**src/inc/synth_prog_pkg.sv**
```systemverilog
// constants for the synthesizer serial programming port
// assumes one core clock; the serial pins are asynchronous to it
package synth_prog_pkg;
  localparam int WORD_W = 22;
  localparam int ADDR_W = 4;
  localparam int DATA_W = 18;
  localparam int NUM_REGS = 16;
  localparam int SYNC_STAGES = 2;
  localparam int DIV_CNT_W = 3;
  localparam int TUNE_CNT_W = 4;
  localparam int IF_OUTPUT_DIVIDER_W = 2;
  // register addresses
  localparam logic [ADDR_W-1:0] ADDR_MAIN = 4'h0;
  localparam logic [ADDR_W-1:0] ADDR_PWR = 4'h2;
  localparam logic [ADDR_W-1:0] ADDR_N_HI = 4'h3;
  localparam logic [ADDR_W-1:0] ADDR_N_LO = 4'h4;
  localparam logic [ADDR_W-1:0] ADDR_N_IF = 4'h5;
  localparam logic [ADDR_W-1:0] ADDR_R_HI = 4'h6;
  localparam logic [ADDR_W-1:0] ADDR_R_LO = 4'h7;
  localparam logic [ADDR_W-1:0] ADDR_R_IF = 4'h8;
  // field positions
  localparam int PWR_RF_BIT = 0;
  localparam int PWR_IF_BIT = 1;
  localparam int IF_OUTPUT_DIVIDER_LSB = 10;
  // reset values: both plls enabled by software, pin decides
  localparam logic [DATA_W-1:0] PWR_RESET = 18'h00003;
  localparam logic [DATA_W-1:0] REG_RESET = 18'h00000;
  // phase detector update periods spent self-tuning
  localparam logic [TUNE_CNT_W-1:0] TUNE_PERIODS = 4'hd;
  // tuner indices
  localparam int TUNER_RF = 0;
  localparam int TUNER_IF = 1;
  localparam int NUM_TUNERS = 2;
endpackage

```
**src/rtl/synth_serial_program_port.sv**
```systemverilog
// serial programming port and control registers of a triple-pll synthesizer
// assumes serial pins and powerdown pin are asynchronous; ticks are on i_clk
`timescale 1ns/1ps
`default_nettype none
// Summary of operation
// - word is 4-bit address plus 18-bit data
// - enable low: shift data on clock rise
// - enable rise: copy data to addressed register
// - enable high: shift register left untouched
// - extra leading bits drop, last 22 kept
// - one rf pll active, last written wins
// - self-tune on powerup or frequency change
// - if pll powers down by pin or software
// - if output divides by 1, 2, 4, 8
// - r or n write selects that rf pll
// - thirteen update periods of self-tuning
module synth_serial_program_port (
  input wire logic i_clk,
  input wire logic i_rst,
  input wire logic i_shift_clk,
  input wire logic i_shift_data_in,
  input wire logic i_serial_load_enable_low,
  input wire logic i_powerdown_pin,
  input wire logic i_pd_update_tick,
  input wire logic i_if_vco_tick,
  output logic o_rf_high_band,
  output logic o_rf_powered,
  output logic o_if_powered,
  output logic o_rf_tuning,
  output logic o_if_tuning,
  output logic [synth_prog_pkg::IF_OUTPUT_DIVIDER_W-1:0] o_if_div_ratio,
  output logic o_if_div_tick
);
  import synth_prog_pkg::*;

  // ***********************************
  // decode helpers
  // ***********************************
  function automatic logic is_rf_hi(input logic [ADDR_W-1:0] a);
    return (a == ADDR_N_HI) || (a == ADDR_R_HI);
  endfunction

  function automatic logic is_rf_lo(input logic [ADDR_W-1:0] a);
    return (a == ADDR_N_LO) || (a == ADDR_R_LO);
  endfunction

  function automatic logic is_if(input logic [ADDR_W-1:0] a);
    return (a == ADDR_N_IF) || (a == ADDR_R_IF);
  endfunction

  // ***********************************
  // pin synchronisers
  // ***********************************
  logic [3:0] pins_s;
  logic sclk_s;
  logic shift_data_in_s;
  logic sen_low_s;
  logic powerdown_pin_s;
  // enable idles high; powerdown resets low so powerup is seen after reset
  localparam logic [3:0] PIN_IDLE = 4'h4;

  pin_sync #(.WIDTH(4), .RESET_VAL(PIN_IDLE)) u_sync (
    .i_clk(i_clk),
    .i_rst(i_rst),
    .i_async({i_powerdown_pin, i_serial_load_enable_low, i_shift_data_in, i_shift_clk}),
    .o_sync(pins_s)
  );

  assign sclk_s = pins_s[0];
  assign shift_data_in_s = pins_s[1];
  assign sen_low_s = pins_s[2];
  assign powerdown_pin_s = pins_s[3];

  // ***********************************
  // shifter and register file
  // ***********************************
  logic sclk_prev_q, sclk_prev_d;
  logic sen_prev_q, sen_prev_d;
  logic [WORD_W-1:0] shift_q, shift_d;
  logic [DATA_W-1:0] regs_q [NUM_REGS];
  logic [DATA_W-1:0] regs_d [NUM_REGS];
  logic rf_hi_q, rf_hi_d;
  logic [ADDR_W-1:0] wr_addr;
  logic [DATA_W-1:0] wr_data;
  logic wr;
  logic chg_rf;
  logic chg_if;

  always_comb begin
    sclk_prev_d = sclk_s;
    sen_prev_d = sen_low_s;
    shift_d = shift_q;
    // edges seen by the core clock; a 22-bit window keeps only the last bits
    if (!sen_low_s && sclk_s && !sclk_prev_q) begin
      shift_d = {shift_q[WORD_W-2:0], shift_data_in_s};
    end // held otherwise, including while enable is high
    wr_addr = shift_q[WORD_W-1:DATA_W];
    wr_data = shift_q[DATA_W-1:0];
    // latch uses the shifter state; host keeps clock idle here
    wr = sen_low_s && !sen_prev_q;
    regs_d = regs_q;
    if (wr) begin
      regs_d[wr_addr] = wr_data;
    end
    rf_hi_d = rf_hi_q;
    if (wr && is_rf_hi(wr_addr)) begin
      rf_hi_d = 1'b1;
    end else if (wr && is_rf_lo(wr_addr)) begin
      rf_hi_d = 1'b0;
    end
    // a band switch counts as a new rf frequency
    chg_rf = wr && (is_rf_hi(wr_addr) || is_rf_lo(wr_addr))
      && ((wr_data != regs_q[wr_addr]) || (rf_hi_d != rf_hi_q));
    chg_if = wr && is_if(wr_addr) && (wr_data != regs_q[wr_addr]);
  end

  always_ff @(posedge i_clk or posedge i_rst) begin
    if (i_rst) begin
      sclk_prev_q <= 1'b0;
      sen_prev_q <= 1'b1;
      shift_q <= '0;
      rf_hi_q <= 1'b1;
      for (int i = 0; i < NUM_REGS; i++) begin
        regs_q[i] <= (i == int'(ADDR_PWR)) ? PWR_RESET : REG_RESET;
      end
    end else begin
      sclk_prev_q <= sclk_prev_d;
      sen_prev_q <= sen_prev_d;
      shift_q <= shift_d;
      rf_hi_q <= rf_hi_d;
      regs_q <= regs_d;
    end
  end

  // ***********************************
  // power and self-tuning
  // ***********************************
  logic [NUM_TUNERS-1:0] on_d;
  logic [NUM_TUNERS-1:0] on_q;
  logic [NUM_TUNERS-1:0] chg;
  logic [NUM_TUNERS-1:0] tuning_d;
  logic [NUM_TUNERS-1:0] tuning_q;

  // pin and software bit must both allow power
  assign on_d[TUNER_RF] = powerdown_pin_s && regs_d[ADDR_PWR][PWR_RF_BIT];
  assign on_d[TUNER_IF] = powerdown_pin_s && regs_d[ADDR_PWR][PWR_IF_BIT];
  assign chg[TUNER_RF] = chg_rf;
  assign chg[TUNER_IF] = chg_if;

  genvar g;
  generate
    for (g = 0; g < NUM_TUNERS; g++) begin : g_tune
      logic [TUNE_CNT_W-1:0] cnt_q, cnt_d;

      always_comb begin
        cnt_d = cnt_q;
        if (!on_d[g]) begin
          cnt_d = '0;
        end else if (!on_q[g] || chg[g]) begin
          cnt_d = TUNE_PERIODS;
        end else if (i_pd_update_tick && (cnt_q != '0)) begin
          cnt_d = cnt_q - 1'b1;
        end
        tuning_d[g] = (cnt_d != '0);
      end

      always_ff @(posedge i_clk or posedge i_rst) begin
        if (i_rst) begin
          cnt_q <= '0;
        end else begin
          cnt_q <= cnt_d;
        end
      end
    end
  endgenerate

  always_ff @(posedge i_clk or posedge i_rst) begin
    if (i_rst) begin
      on_q <= '0;
      tuning_q <= '0;
    end else begin
      on_q <= on_d;
      tuning_q <= tuning_d;
    end
  end

  // ***********************************
  // if output divider
  // ***********************************
  logic [DIV_CNT_W-1:0] div_cnt_q, div_cnt_d;
  logic [DIV_CNT_W-1:0] div_last;
  logic div_tick_q, div_tick_d;
  logic [IF_OUTPUT_DIVIDER_W-1:0] ratio_q, ratio_d;

  always_comb begin
    ratio_d = regs_q[ADDR_MAIN][IF_OUTPUT_DIVIDER_LSB +: IF_OUTPUT_DIVIDER_W];
    div_last = DIV_CNT_W'((1 << ratio_q) - 1);
    div_cnt_d = div_cnt_q;
    div_tick_d = 1'b0;
    // counter parked while off so the first pulse after powerup is clean
    if (!on_q[TUNER_IF]) begin
      div_cnt_d = '0;
    end else if (i_if_vco_tick) begin
      if (div_cnt_q >= div_last) begin
        div_cnt_d = '0;
        div_tick_d = 1'b1;
      end else begin
        div_cnt_d = div_cnt_q + 1'b1;
      end
    end
  end

  always_ff @(posedge i_clk or posedge i_rst) begin
    if (i_rst) begin
      div_cnt_q <= '0;
      div_tick_q <= 1'b0;
      ratio_q <= '0;
    end else begin
      div_cnt_q <= div_cnt_d;
      div_tick_q <= div_tick_d;
      ratio_q <= ratio_d;
    end
  end

  // ***********************************
  // outputs
  // ***********************************
  assign o_rf_high_band = rf_hi_q;
  assign o_rf_powered = on_q[TUNER_RF];
  assign o_if_powered = on_q[TUNER_IF];
  assign o_rf_tuning = tuning_q[TUNER_RF];
  assign o_if_tuning = tuning_q[TUNER_IF];
  assign o_if_div_ratio = ratio_q;
  assign o_if_div_tick = div_tick_q;
endmodule
`default_nettype wire

```
**src/rtl/pin_sync.sv**
```systemverilog
// two-flop synchroniser for a bundle of independent level inputs
// assumes each bit is a slow level relative to i_clk
`timescale 1ns/1ps
`default_nettype none
module pin_sync #(
  parameter int WIDTH = 1,
  parameter logic [WIDTH-1:0] RESET_VAL = '0
) (
  input wire logic i_clk,
  input wire logic i_rst,
  input wire logic [WIDTH-1:0] i_async,
  output logic [WIDTH-1:0] o_sync
);
  logic [WIDTH-1:0] meta_q;
  logic [WIDTH-1:0] meta_d;
  logic [WIDTH-1:0] sync_q;
  logic [WIDTH-1:0] sync_d;

  always_comb begin
    meta_d = i_async;
    sync_d = meta_q;
  end

  // first stage feeds only the second
  always_ff @(posedge i_clk or posedge i_rst) begin
    if (i_rst) begin
      // reset to the idle level so no false edge follows reset
      meta_q <= RESET_VAL;
      sync_q <= RESET_VAL;
    end else begin
      meta_q <= meta_d;
      sync_q <= sync_d;
    end
  end

  assign o_sync = sync_q;
endmodule
`default_nettype wire

```
**config.mk**
```make
export PLATFORM = sky130hd
export DESIGN_NAME = synth_serial_program_port
export DESIGN_NICKNAME = d
export VERILOG_FILES = /design/src/inc/synth_prog_pkg.sv /design/src/rtl/synth_serial_program_port.sv /design/src/rtl/pin_sync.sv
export SDC_FILE = /design/constraint.sdc
export NUM_CORES = 1
export LEC_CHECK = 0
export BUFFER_PORTS_ARGS = -buffer_cell sky130_fd_sc_hd__clkbuf_2
export CAP_MARGIN = 20
export CORE_AREA = 3 3 241 172
export DETAILED_ROUTE_END_ITERATION = 10
export DIE_AREA = 0 0 244 175
export PLACE_DENSITY_LB_ADDON = 0.15
export SLEW_MARGIN = 20
export SYNTH_ARGS = -nofsm -noshare
export SYNTH_HDL_FRONTEND = slang
export SYNTH_SLANG_ARGS = --single-unit
```
**constraint.sdc**
```tcl
create_clock -name i_clk -period 20.4 [get_ports i_clk]
set_input_delay 2.04 -clock i_clk [delete_from_list [all_inputs] [get_ports i_clk]]
set_output_delay 2.04 -clock i_clk [all_outputs]
set_load 0.01 [all_outputs]
```
## Word-level counts from Yosys, hierarchy flattened

Cells that the tools add are included.

| storage, ports and cells | value |
|---|---|
| output and inout port bits | 8 |
| word-level logic and storage cells | 99 |
| register bits | 339 |

| operators by class | value |
|---|---|
| reduce and logical (&&, ||, !) cells | 30 |
| $add $sub $neg | 4 |
| shifts and indexed selects | 1 |
| multiplexer cells | 21 |
| $lt $le $gt $ge | 3 |
| equal/unequal tests | 9 |
| bitwise logic cells | 1 |

Operator list:

| cell | count |
|---|---|
| 288-bit bitwise mux | 1 |
| 236-bit two-way mux | 1 |
| 18-bit binary-select mux with 4-bit select | 1 |
| 18-bit demux with 4-bit select | 1 |
| 18-bit two-way mux | 3 |
| 4-bit two-way mux | 6 |
| 18-bit != test | 1 |
| 4-bit by 3-bit equality test with 1-bit output (second input constant) | 4 |
| 4-bit nonzero test | 4 |
| 1-bit logical AND | 14 |
| 3-bit two-way mux | 3 |
| 4-bit by 1-bit subtractor with 4-bit output (second input constant) | 2 |
| 1-bit logical OR | 7 |
| 5-bit greater-or-equal comparator (second input constant) | 1 |
| 1-bit zero test | 5 |
| 5-bit by 1-bit < comparator with 1-bit output (second input constant) | 1 |
| 1-bit two-way mux | 5 |
| 4-bit inverter with 5-bit output | 1 |
| 4-bit by 2-bit equality test with 1-bit output (second input constant) | 1 |
| 4-bit equality test (second input constant) | 1 |
| 3-bit by 1-bit adder with 3-bit output (second input constant) | 1 |
| 3-bit greater-or-equal comparator | 1 |
| 1-bit by 2-bit left shift with 3-bit output (first input constant) | 1 |
| 3-bit by 2-bit subtractor with 3-bit output (second input constant) | 1 |
| other kinds (2) | 2 |

## Depth between registers and ports, before layout

Gate-level depths: netlist of run 1.

| depth | value |
|---|---|
| word-level depth | 12 |
| depth in mapped cells | 12 |
| mapped depth without buffers | 9 |

## By module

A second synthesis of run 1 with hierarchy kept.

| unflattened totals | value |
|---|---|
| cells, all modules | 1,075 |
| area total of the unflattened synthesis | 15,628.7 um^2 |

By module, submodules not included:

| module | seq. area each (um^2) | cells an instance | times used | area an instance (um^2) |
|---|---|---|---|---|
| synth_serial_program_port | 8,287.9 | 1,066 | 1 | 15,422.3 |
| pin_sync | 202.7 | 9 | 1 | 206.4 |

## Least setup slack after synthesis of run 1

Ideal clock, no wire load.

| path | value |
|---|---|
| path kind | input to register |
| start | input i_pd_update_tick |
| end | register tuning_q[0] |
| stages on the path | 4 |
| setup slack | 17.513 ns |
| buffers on the path | 0 |
| library setup time | 0.144 ns |
| data arrival time | 2.743 ns |
| cells stage by stage | o21ai_0 nor4_1 xnor2_1 a41oi_1 |

| between the ends | value |
|---|---|
| word-level cells in the longest chain between the ends | 5 |

RTL lines:

| what | line | text |
|---|---|---|
| start: declaration | synth_serial_program_port.sv:24 | `input wire logic i_pd_update_tick,` |
| 1-bit logical AND | synth_serial_program_port.sv:161 | `end else if (i_pd_update_tick && (cnt_q != '0)) begin` |
| 4-bit two-way mux | synth_serial_program_port.sv:161 |  |
| 4-bit two-way mux | synth_serial_program_port.sv:159 | `end else if (!on_q[g] \|\| chg[g]) begin` |
| 4-bit two-way mux | synth_serial_program_port.sv:157 | `if (!on_d[g]) begin` |
| 4-bit nonzero test | synth_serial_program_port.sv:164 | `tuning_d[g] = (cnt_d != '0);` |
| via tuning_d[0] | synth_serial_program_port.sv:141 | `logic [NUM_TUNERS-1:0] tuning_d;` |
| end signal: assignment | synth_serial_program_port.sv:183 | `tuning_q <= tuning_d;` |
| end: declaration | synth_serial_program_port.sv:142 | `logic [NUM_TUNERS-1:0] tuning_q;` |

The timed path passes the listed nets, and every way through them passes these cells.
A chain may end at the register's enable or synchronous reset.

## Worst setup path after layout of run 1

| path | value |
|---|---|
| start | register shift_q[19] |
| end | register tuning_q[0] |

| between the ends | value |
|---|---|
| word-level cells in the longest chain between the ends | 12 |
| elaborated cells on any way between the ends | 32 |
| classes of those cells | 2 x order compare; 6 x eq/ne; 11 x mux; 1 x bitwise; 12 x reduce/logical |

RTL lines:

| what | line | text |
|---|---|---|
| start: declaration | synth_serial_program_port.sv:79 | `logic [WORD_W-1:0] shift_q, shift_d;` |
| start signal: assignment | synth_serial_program_port.sv:129 | `shift_q <= shift_d;` |
| parallel branches: the longest is 10 deep, another holds 18-bit binary-select mux with 4-bit select | n/a |  |
| 4-bit two-way mux (*) | synth_serial_program_port.sv:157 |  |
| 4-bit nonzero test (*) | synth_serial_program_port.sv:164 |  |
| via tuning_d[0] | synth_serial_program_port.sv:141 |  |

Mark *: on every way through the listed nets, which the timed path passes. The select of a mux whose other input is x is not followed.

==> results of run 1 <==
==> worst min-delay path by stage <==
stage | start | to | slack [ns]
after global placement | u_sync.meta_q[3]$_DFF_PP0_ | u_sync.o_sync[3]$_DFF_PP0_ | 0.34
after floorplan | u_sync.meta_q[0]$_DFF_PP0_ | u_sync.o_sync[0]$_DFF_PP0_ | 0.33
after CTS | u_sync.meta_q[3]$_DFF_PP0_ | u_sync.o_sync[3]$_DFF_PP0_ | 0.35
after global routing | u_sync.meta_q[2]$_DFF_PP1_ | u_sync.o_sync[2]$_DFF_PP1_ | 0.36
after detailed placement | u_sync.meta_q[3]$_DFF_PP0_ | u_sync.o_sync[3]$_DFF_PP0_ | 0.34
final | u_sync.meta_q[1]$_DFF_PP0_ | u_sync.o_sync[1]$_DFF_PP0_ | 0.35
==> per-stage QoR <==
step	utilization	hold slack, ns	instance area, um2
2_1_floorplan	-	0.331	15700
3_3_place_gp	0.410	0.341	16100
3_5_place_dp	0.410	0.340	16100
4_1_cts	0.440	0.355	17300
5_1_grt	0.440	0.361	17300
6_report	0.440	0.352	17300
==> worst max-delay path: cells and delay by family, from the launching register on <==
kind,cells,cell delay (ns)
AO/OA/AOI/OAI,3,0.97
multiplexers,2,0.77
flip-flops,1,0.89
buffers and inverters,1,0.78
XOR/XNOR,1,0.10
AND/OR/NAND/NOR,1,0.24
==> registers in the layout, indices dropped and copies added (netlist names) <==
register	cells
div_cnt_q	3
g_tune.cnt_q	8
o_if_div_ratio	2
o_if_div_tick	1
o_rf_high_band	1
on_q	2
ratio_d	2
regs_q	286
sclk_prev_q	1
sen_prev_q	1
shift_q	22
tuning_q	2
u_sync.meta_q	4
u_sync.o_sync	4
==> cell families (layout without fill, tap and decap cells) <==
group | count (synthesis) | after routing
AO/OA/AOI/OAI | 72 | 72
flip-flops | 339 | 339
adder cells (fa/ha/maj) | 6 | 6
buffers and inverters | 103 | 116
XOR/XNOR | 26 | 26
AND/OR/NAND/NOR | 131 | 131
multiplexers | 397 | 397
==> per-layer routing <==
layer	vias up	global-route usage
met5	-	0
met4	0	0.0356
met3	47	0.0278
met2	146	0.261
met1	4797	0.292
li1	3937	-
==> where the power goes <==
group / total (mW) / switching, mW / internal, mW
Sequential: 0.732 / 0.0435 / 0.688
Clock: 0.656 / 0.267 / 0.390
Combinational: 0.115 / 0.0656 / 0.0493
Total: 1.50 / 0.376 / 1.13
==> final cells by class <==
cell class / instances / area [um2]
Fill cell: 3633 / 22000
Sequential cell: 339 / 8500
Multi-Input combinational cell: 632 / 6670
Clock buffer: 54 / 1080
Tap cell: 535 / 669
Timing Repair Buffer: 39 / 275
Clock inverter: 8 / 90.1
Inverter: 15 / 63.8
==> Yosys cell counts (3+ instances only) <==
library cell / count / share of area
a2111oi_0: 3 / 0.0017
a21oi_1: 4 / 0.0013
a22oi_1: 13 / 0.0062
a31oi_1: 7 / 0.0028
and2_1: 3 / 0.0012
and4_1: 6 / 0.0034
buf_1: 8 / 0.0019
buf_2: 18 / 0.0058
buf_4: 5 / 0.0024
buf_6: 8 / 0.0058
clkbuf_1: 47 / 0.011
dfrtp_1: 333 / 0.53
dfstp_2: 6 / 0.010
ha_1: 6 / 0.0048
inv_1: 15 / 0.0036
mux2_2: 293 / 0.21
mux2i_1: 45 / 0.029
mux4_1: 9 / 0.015
mux4_2: 50 / 0.072
nand2_1: 45 / 0.011
nand2b_1: 8 / 0.0032
nand3_1: 17 / 0.0054
nand4_1: 4 / 0.0016
nor2_1: 12 / 0.0029
nor2b_1: 9 / 0.0036
nor3_1: 4 / 0.0013
nor3b_1: 4 / 0.0019
nor4b_1: 3 / 0.0017
o21ai_0: 22 / 0.0070
o22ai_1: 3 / 0.0012
xnor2_1: 16 / 0.0089
xor2_1: 10 / 0.0056
==> impl_metrics.tcl, run 1 <==
set metrics [dict create \
    synth_cells 1074 \
    synth_top_family_by_area "multiplexers" \
    syn_nets 1088 \
    ys.flop_type "dfrtp_1" \
    cts_tree "done" \
    drc 0 \
    synth_compound_area_frac 0.0330 \
    crit_arrival_ns 4.35 \
    finalHoldViolCount 0 \
    top_layer "met4" \
    hpwl_um 22400 \
    hold_path_depth 0 \
    setup_ws_ns 16.41 \
    final_common_cell "dfrtp_1" \
    start_util 0.398 \
    synth_mux_area_frac 0.326 \
    synthSimpleGateAreaFrac 0.0457 \
    postSynthAreaPerCell_um2 14.6 \
    ys_types 61 \
    synth-xor-area-share 0.0145 \
    cts_resized 0 \
    synth_seq_cells 339 \
    cts_buffers 35 \
    dp.cells 1559 \
    max_freq_ghz 0.251 \
    fin_tns_setup_ns 0 \
    path_clk_slew_ns 0.06 \
    grt_use_total 0.182 \
    worst_slew_pin_slew_ns 0.953 \
    num_rows 61 \
    cts_hold_buf 0 \
    clockRootBuffer "clkbuf_16" \
    insertion_delay_ns 0.52 \
    clock_skew_ns 0.0151 \
    synth_fa_ha_area_frac 0.00479 \
    dp_slack_ns 16.43 \
    rr_endpoint "tuning_q[0]$_DFF_PP0_" \
    wl_met1_um 19800 \
    gp_congestion 0.722 \
    leakage_nw 8.15 \
    slew_headroom 0.363 \
    finalPower_mw 1.50 \
    endpoint "tuning_q[0]$_DFF_PP0_" \
    period_minus_slack_ns 3.99 \
    grt_max_degree 128 \
    clockBufferDepth 3 \
    dr_wl_met2_um 16300 \
    regToRegSetupSlack_ns 16.41 \
    period_share 0.195 \
    final_antenna_net_count 0 \
    async_reset_ff_frac 1.00 \
    hp-class "reg2reg" \
    grt_setup_unrepaired "no" \
    coreArea_um2 39400 \
    cts_sinks 339 \
    via_per_inst 5.50 \
    cp_cell_sequence "buf_4, mux4_2, mux2i_1, xnor2_1, o41ai_2, nand4_1, o22ai_2, a41oi_1" \
    vias 8927 \
    cp-end-kind "flip-flop" \
    drv_cap 0 \
    ir_drop_mv 0.0613 \
    antenna_found_initial 1 \
    reg2reg_from "shift_q[19]$_DFFE_PP0P_" \
    status "finished clean" \
    fp.dieW_um 244 \
    cts_max_level 2 \
    grt_overflow 0 \
    ys_warn_count 0 \
    rr_worst_depth 8 \
    slew_violations 0 \
    layout_common_cells "dfrtp_1 (329), mux2_2 (293), mux4_2 (50), mux2i_1 (45), nand2_1 (42)" \
    seq_area_frac_synth 0.542 \
    pin_count 16 \
    post-cts-setup-buffers 0 \
    dieArea_um2 42700 \
    netlist_area_um2 15700 \
    drive_above_1_share 0.428 \
    grt_pass1_vias 9127 \
    slowest_delay_ns 0.89 \
    drt_iter0_drc 639 \
    finalWirelength_um 38200 \
    synth_edf_count 0 \
    fin_cells 1622 \
    area_growth_pct 10.8 \
    finalSetupViolations 0 \
    grt_pass1_wl_um 59000 \
    die_h_um 175 \
    path_class "reg2reg" \
    pwr_density_cell_nw_per_um2 86.6 \
    nets 1076 \
    required_ns 20.77 \
    antennaDiodeCount 0 \
    slowest_stage "dfrtp_4" \
    wl_per_cell_um 23.5 \
    met3_length_um 1520 \
    first_pass_iters 4 \
    startpoint "shift_q[19]$_DFFE_PP0P_" \
    path_max_fanout 49 \
    numPortBuffers 15 \
    worst_setup_path_start_kind "flip-flop" \
]
Note: power is estimated with default switching activity, not from simulation.
==> run 2: changes to the inputs <==
==> constraint.sdc (replaced) <==
create_clock -name i_clk -period 3.8 [get_ports i_clk]
set_input_delay 0.38 -clock i_clk [delete_from_list [all_inputs] [get_ports i_clk]]
set_output_delay 0.38 -clock i_clk [all_outputs]
set_load 0.01 [all_outputs]
==> run 2 against run 1 <==
Against the previous run:
- clock skew rose by 0.0088 ns
- final area up 2.1%
- non-clock buffer count increased by 37
- largest cell class unchanged
- fmax up 23%
==> impl_metrics.tcl, run 2 (synthesized netlist as in run 1, its figures left out) <==
set metrics [dict create \
    ir_drop_mv 0.375 \
    grt_max_degree 95 \
    drc 0 \
    power.internal_mw 6.03 \
    dieArea_um2 42700 \
    drv_cap 0 \
    crit_arrival_ns 3.65 \
    finalHoldViolCount 0 \
    path_class "reg2reg" \
    antenna_found_initial 1 \
    cts_sinks 339 \
    grt_setup_unrepaired "no" \
    largest_register_ffs 286 \
    hold_path_depth 2 \
    num_rows 61 \
    path_clk_slew_ns 0.06 \
    grt_overflow 0 \
    cts_buffers 36 \
    gp_congestion 0.800 \
    pin_count 16 \
    regMostFlops "regs_q" \
    grt_pass1_vias 9497 \
    cts_max_level 2 \
    worst_slew_pin_slew_ns 0.928 \
    layout_common_cells "dfrtp_1 (329), mux2_2 (293), mux4_2 (50), buf_4 (46)" \
    cp-end-kind "flip-flop" \
    clockRootBuffer "clkbuf_16" \
    seqPwrFrac 0.486 \
    nets 1114 \
    antennaDiodeCount 0 \
    worst_hold_slack_ns 0.190 \
    grt_use_total 0.188 \
    fin_tns_setup_ns 0 \
    die_h_um 175 \
    fp.dieW_um 244 \
    period_share 0.851 \
    rr_worst_depth 9 \
    slew_headroom 0.379 \
    required_ns 4.22 \
    coreArea_um2 39400 \
    insertion_delay_ns 0.53 \
    final_antenna_net_count 0 \
    netSwitchingPower_mw 2.01 \
    via_per_inst 5.49 \
    path_max_fanout 14 \
    leakage_nw 8.34 \
    finalWirelength_um 39100 \
    dr_wl_met2_um 16500 \
    area_growth_pct 13.1 \
    drt_iter0_drc 614 \
    pwr_density_cell_nw_per_um2 454 \
    swShare 0.250 \
    grt_pass1_wl_um 61200 \
    post-cts-setup-buffers 0 \
    period_minus_slack_ns 3.23 \
    wl_met1_um 20500 \
    finalSetupViolations 0 \
    max_freq_ghz 0.309 \
    start_util 0.398 \
    met3_length_um 1350 \
    clockBufferDepth 3 \
    cts_tree "done" \
    final_common_cell "dfrtp_1" \
    drive_above_1_share 0.439 \
    largest_registers "regs_q (286), shift_q (22), g_tune.cnt_q (8)" \
    first_pass_iters 5 \
    top_layer "met4" \
    combPwrFrac 0.082 \
    clkPwrFrac 0.433 \
    status "finished clean" \
    hpwl_um 24700 \
    hp-class "in2reg" \
    cts_resized 0 \
    clock_skew_ns 0.0239 \
    vias 9102 \
    wl_per_cell_um 23.5 \
    numPortBuffers 15 \
    slew_violations 0 \
    worst_setup_path_start_kind "flip-flop" \
]
-- run 2: stage by stage --
step                      utilization  instances  setup slack, ns  power, mW  instance area (um2)
final                           0.450       1659            0.567       8.04                17700
after global routing            0.450       1659            0.287       8.40                17700
after CTS                       0.450       1659            0.555       8.16                17700
after detailed placement        0.419       1592            0.564       4.63                16500
after global placement          0.419       1592            0.590       4.63                16500
after floorplan                     -       1074            -1.11       4.37                15700
-- run 2: critical path, stage by stage, from the launching register on --
cell,delay [ns]
dfrtp_2,0.70
buf_4,0.33
mux4_2,0.54
and4_1,0.21
a2111oi_0,0.40
nand3_1,0.25
and4_1,0.24
nand4_1,0.10
o22ai_2,0.13
and4_1,0.22
-- run 2: final timing paths --
path,from,endpoint,slack [ns]
max in group asynchronous,i_rst,regs_q[234]$_DFF_PP1_,2.35
setup reg to reg,shift_q[18]$_DFFE_PP0P_,g_tune[0].cnt_q[1]$_DFF_PP0_,0.57
setup / recovery,shift_q[18]$_DFFE_PP0P_,g_tune[0].cnt_q[1]$_DFF_PP0_,0.57
hold reg to reg,u_sync.meta_q[1]$_DFF_PP0_,u_sync.o_sync[1]$_DFF_PP0_,0.35
min in group asynchronous,i_rst,shift_q[19]$_DFFE_PP0P_,0.52
hold / removal,i_if_vco_tick,o_if_div_tick$_DFF_PP0_,0.19
-- run 2: area by class of cell --
class / instances / area [um2]
clock inverter: 10 / 111
sequential: 339 / 8500
clock buffer: 52 / 1040
inverter: 15 / 60.1
timing repair buffer: 76 / 671
multi-input combinational: 632 / 6660
tap: 535 / 669
fill: 3586 / 21700
-- run 2: what timing repair did --
item,CTS,global route
endpoints found under the setup margin,0,0
endpoints found under the hold margin,24,0
hold buffers,5,0
-- run 2: metal layers --
layer / global-route usage / vias up
li1: - / 4019
met2: 0.266 / 154
met5: 0 / -
met4: 0.0420 / 0
met3: 0.0279 / 49
met1: 0.303 / 4880
-- run 2: power groups by stage --
stage               Sequential (mW)  Clock [mW]  Combinational (mW)
floorplan                      3.80           0               0.569
global placement               3.97           0               0.664
detailed placement             3.97           0               0.664
CTS                            3.90        3.59               0.670
global route                   3.93        3.75               0.721
finish                         3.90        3.48               0.658
==> run 3: changes to the inputs <==
--- a/config.mk
+++ b/config.mk
@@ -7,9 +7,9 @@
 export LEC_CHECK = 0
 export BUFFER_PORTS_ARGS = -buffer_cell sky130_fd_sc_hd__clkbuf_2
 export CAP_MARGIN = 20
-export CORE_AREA = 3 3 241 172
+export CORE_AREA = 2 2 240 171
 export DETAILED_ROUTE_END_ITERATION = 10
-export DIE_AREA = 0 0 244 175
+export DIE_AREA = 0 0 242 173
 export PLACE_DENSITY_LB_ADDON = 0.15
 export SLEW_MARGIN = 20
 export SYNTH_ARGS = -nofsm -noshare
==> run 3 against run 2 <==
Against the previous run:
- non-clock buffer count down 9
- global-route usage up 0.064 points
- combinational power down 5.8%
- routed wire length down 0.94%
- register-to-register slack better by 0.15 ns
- via count down 1.8%
- setup slack better by 0.15 ns
- clock power down 3%
- first-iteration DRC count down 4.2%
- core utilization down 0.26 points
- flip-flop and latch count unchanged
- die area down 2.0%
- critical path type unchanged
==> impl_metrics.tcl, run 3 (synthesized netlist as in run 1, its figures left out) <==
set metrics [dict create \
    cp-end-kind "flip-flop" \
    cts_max_level 2 \
    nets 1103 \
    reg2reg_from "shift_q[19]$_DFFE_PP0P_" \
    grt_use_total 0.189 \
    regToRegSetupSlack_ns 0.71 \
    final_common_cell "dfrtp_1" \
    cts_tree "done" \
    wl_met1_um 19400 \
    vias 8938 \
    antennaDiodeCount 0 \
    layout_common_cells "dfrtp_1 (329), mux2_2 (293), mux4_2 (50), mux2i_1 (45), nand2_1 (44)" \
    fin_tns_setup_ns 0 \
    drive_above_1_share 0.432 \
    wl_per_cell_um 23.5 \
    leakage_nw 8.28 \
    worst_setup_path_start_kind "flip-flop" \
    clockBufferDepth 3 \
    required_ns 4.22 \
    fp.dieW_um 242 \
    grt_setup_unrepaired "no" \
    drv_cap 0 \
    worst_slew_pin_slew_ns 0.902 \
    finalSetupViolations 0 \
    grt_overflow 0 \
    gp_congestion 0.748 \
    first_pass_iters 4 \
    met3_length_um 2160 \
    largest_register_ffs 286 \
    largest_registers "regs_q (286), shift_q (22), g_tune.cnt_q (8)" \
    hpwl_um 24200 \
    rr_endpoint "g_tune[0].cnt_q[1]$_DFF_PP0_" \
    rr_worst_depth 9 \
    slew_violations 0 \
    antenna_found_initial 1 \
    grt_max_degree 82 \
    placed_area_um2 16500 \
    dieArea_um2 41900 \
    period_minus_slack_ns 3.09 \
    final_cell_area_um2 17600 \
    path_class "reg2reg" \
    max_freq_ghz 0.324 \
    insertion_delay_ns 0.53 \
    top_layer "met4" \
    crit_arrival_ns 3.50 \
    numPortBuffers 15 \
    drc 0 \
    die_h_um 173 \
    ir_drop_mv 0.285 \
    path_clk_slew_ns 0.07 \
    pwr_density_cell_nw_per_um2 449 \
    hp-class "in2async" \
    clock_skew_ns 0.0171 \
    area_growth_pct 12.5 \
    via_per_inst 5.42 \
    slew_headroom 0.398 \
    cts_buffers 34 \
    final_antenna_net_count 0 \
    dr_wl_met2_um 16500 \
    grt_pass1_vias 9294 \
    finalPower_mw 7.90 \
    path_max_fanout 44 \
    regMostFlops "regs_q" \
    finalHoldViolCount 0 \
    grt_pass1_wl_um 60200 \
    start_util 0.398 \
    period_share 0.812 \
    finalWirelength_um 38700 \
    cts_sinks 339 \
    coreArea_um2 39400 \
    pin_count 16 \
    clockRootBuffer "clkbuf_16" \
    drt_iter0_drc 588 \
    utilization 0.447 \
    status "finished clean" \
    num_rows 61 \
    post-cts-setup-buffers 0 \
]
run 3: cell count changes in the layout (fill, tap and decap cells not counted), moves of 2 or more:
cell      before  now
inv_6          2    0
buf_4         46   37
clkinv_2       5    3
clkbuf_1       9   12
run 3: how the worst max path moves through the flow:
stage / slack (ns) / from / depth (start not counted) / end
finish: 0.71 / shift_q[19]$_DFFE_PP0P_ / 9 / g_tune[0].cnt_q[1]$_DFF_PP0_
global route: 0.51 / shift_q[19]$_DFFE_PP0P_ / 9 / tuning_q[0]$_DFF_PP0_
CTS: 0.63 / shift_q[19]$_DFFE_PP0P_ / 8 / tuning_q[0]$_DFF_PP0_
detailed placement: 0.64 / shift_q[19]$_DFFE_PP0P_ / 8 / tuning_q[0]$_DFF_PP0_
global placement: 0.62 / shift_q[19]$_DFFE_PP0P_ / 9 / g_tune[0].cnt_q[1]$_DFF_PP0_
floorplan: -1.11 / i_rst / 1 / div_cnt_q[0]$_DFFE_PP0P_
run 3: cell type report:
| cell class | instances | area [um2] |
|---|---|---|
| clock buffers | 55 | 1050 |
| clock inverters | 5 | 52.6 |
| fillers | 3587 | 21800 |
| inverters | 15 | 60.1 |
| multi-input cells | 632 | 6660 |
| flip-flops and latches | 339 | 8500 |
| well taps | 535 | 669 |
| repair buffers | 67 | 613 |
run 3: per-layer routing:
| layer | vias to the layer above | track usage |
|---|---|---|
| met3 | 54 | 0.0348 |
| met4 | 0 | 0.0396 |
| li1 | 3971 | - |
| met1 | 4768 | 0.301 |
| met5 | - | 0 |
| met2 | 145 | 0.266 |
run 3: report_power, final:
part	switching (mW)	internal [mW]	leakage, nW	total (mW)
clock network	1.41	1.97	0.539	3.38
logic	0.338	0.281	3.07	0.620
registers	0.211	3.69	4.67	3.90
total	1.96	5.94	8.28	7.90
run 3: timing repair:
action	in CTS	in global routing
resized for setup	0	0
hold buffers	4	0
hold endpoints to repair	4	0
run 3: through the flow:
stage,setup WS (ns),hold slack (ns),std cells
global route,0.509,0.0778,1648
detailed placement,0.645,0.336,1584
CTS,0.634,0.0378,1648
floorplan,-1.11,0.331,1074
global placement,0.620,0.332,1584
finish,0.714,0.0184,1648
run 3: worst max-delay path: stages (launching register included):
cell	delay (ns)
dfrtp_4	0.62
buf_12	0.35
mux4_2	0.37
and4_1	0.21
a2111oi_0	0.34
nand3_1	0.31
and4_1	0.30
nand4_1	0.10
o22ai_2	0.12
and4_1	0.22
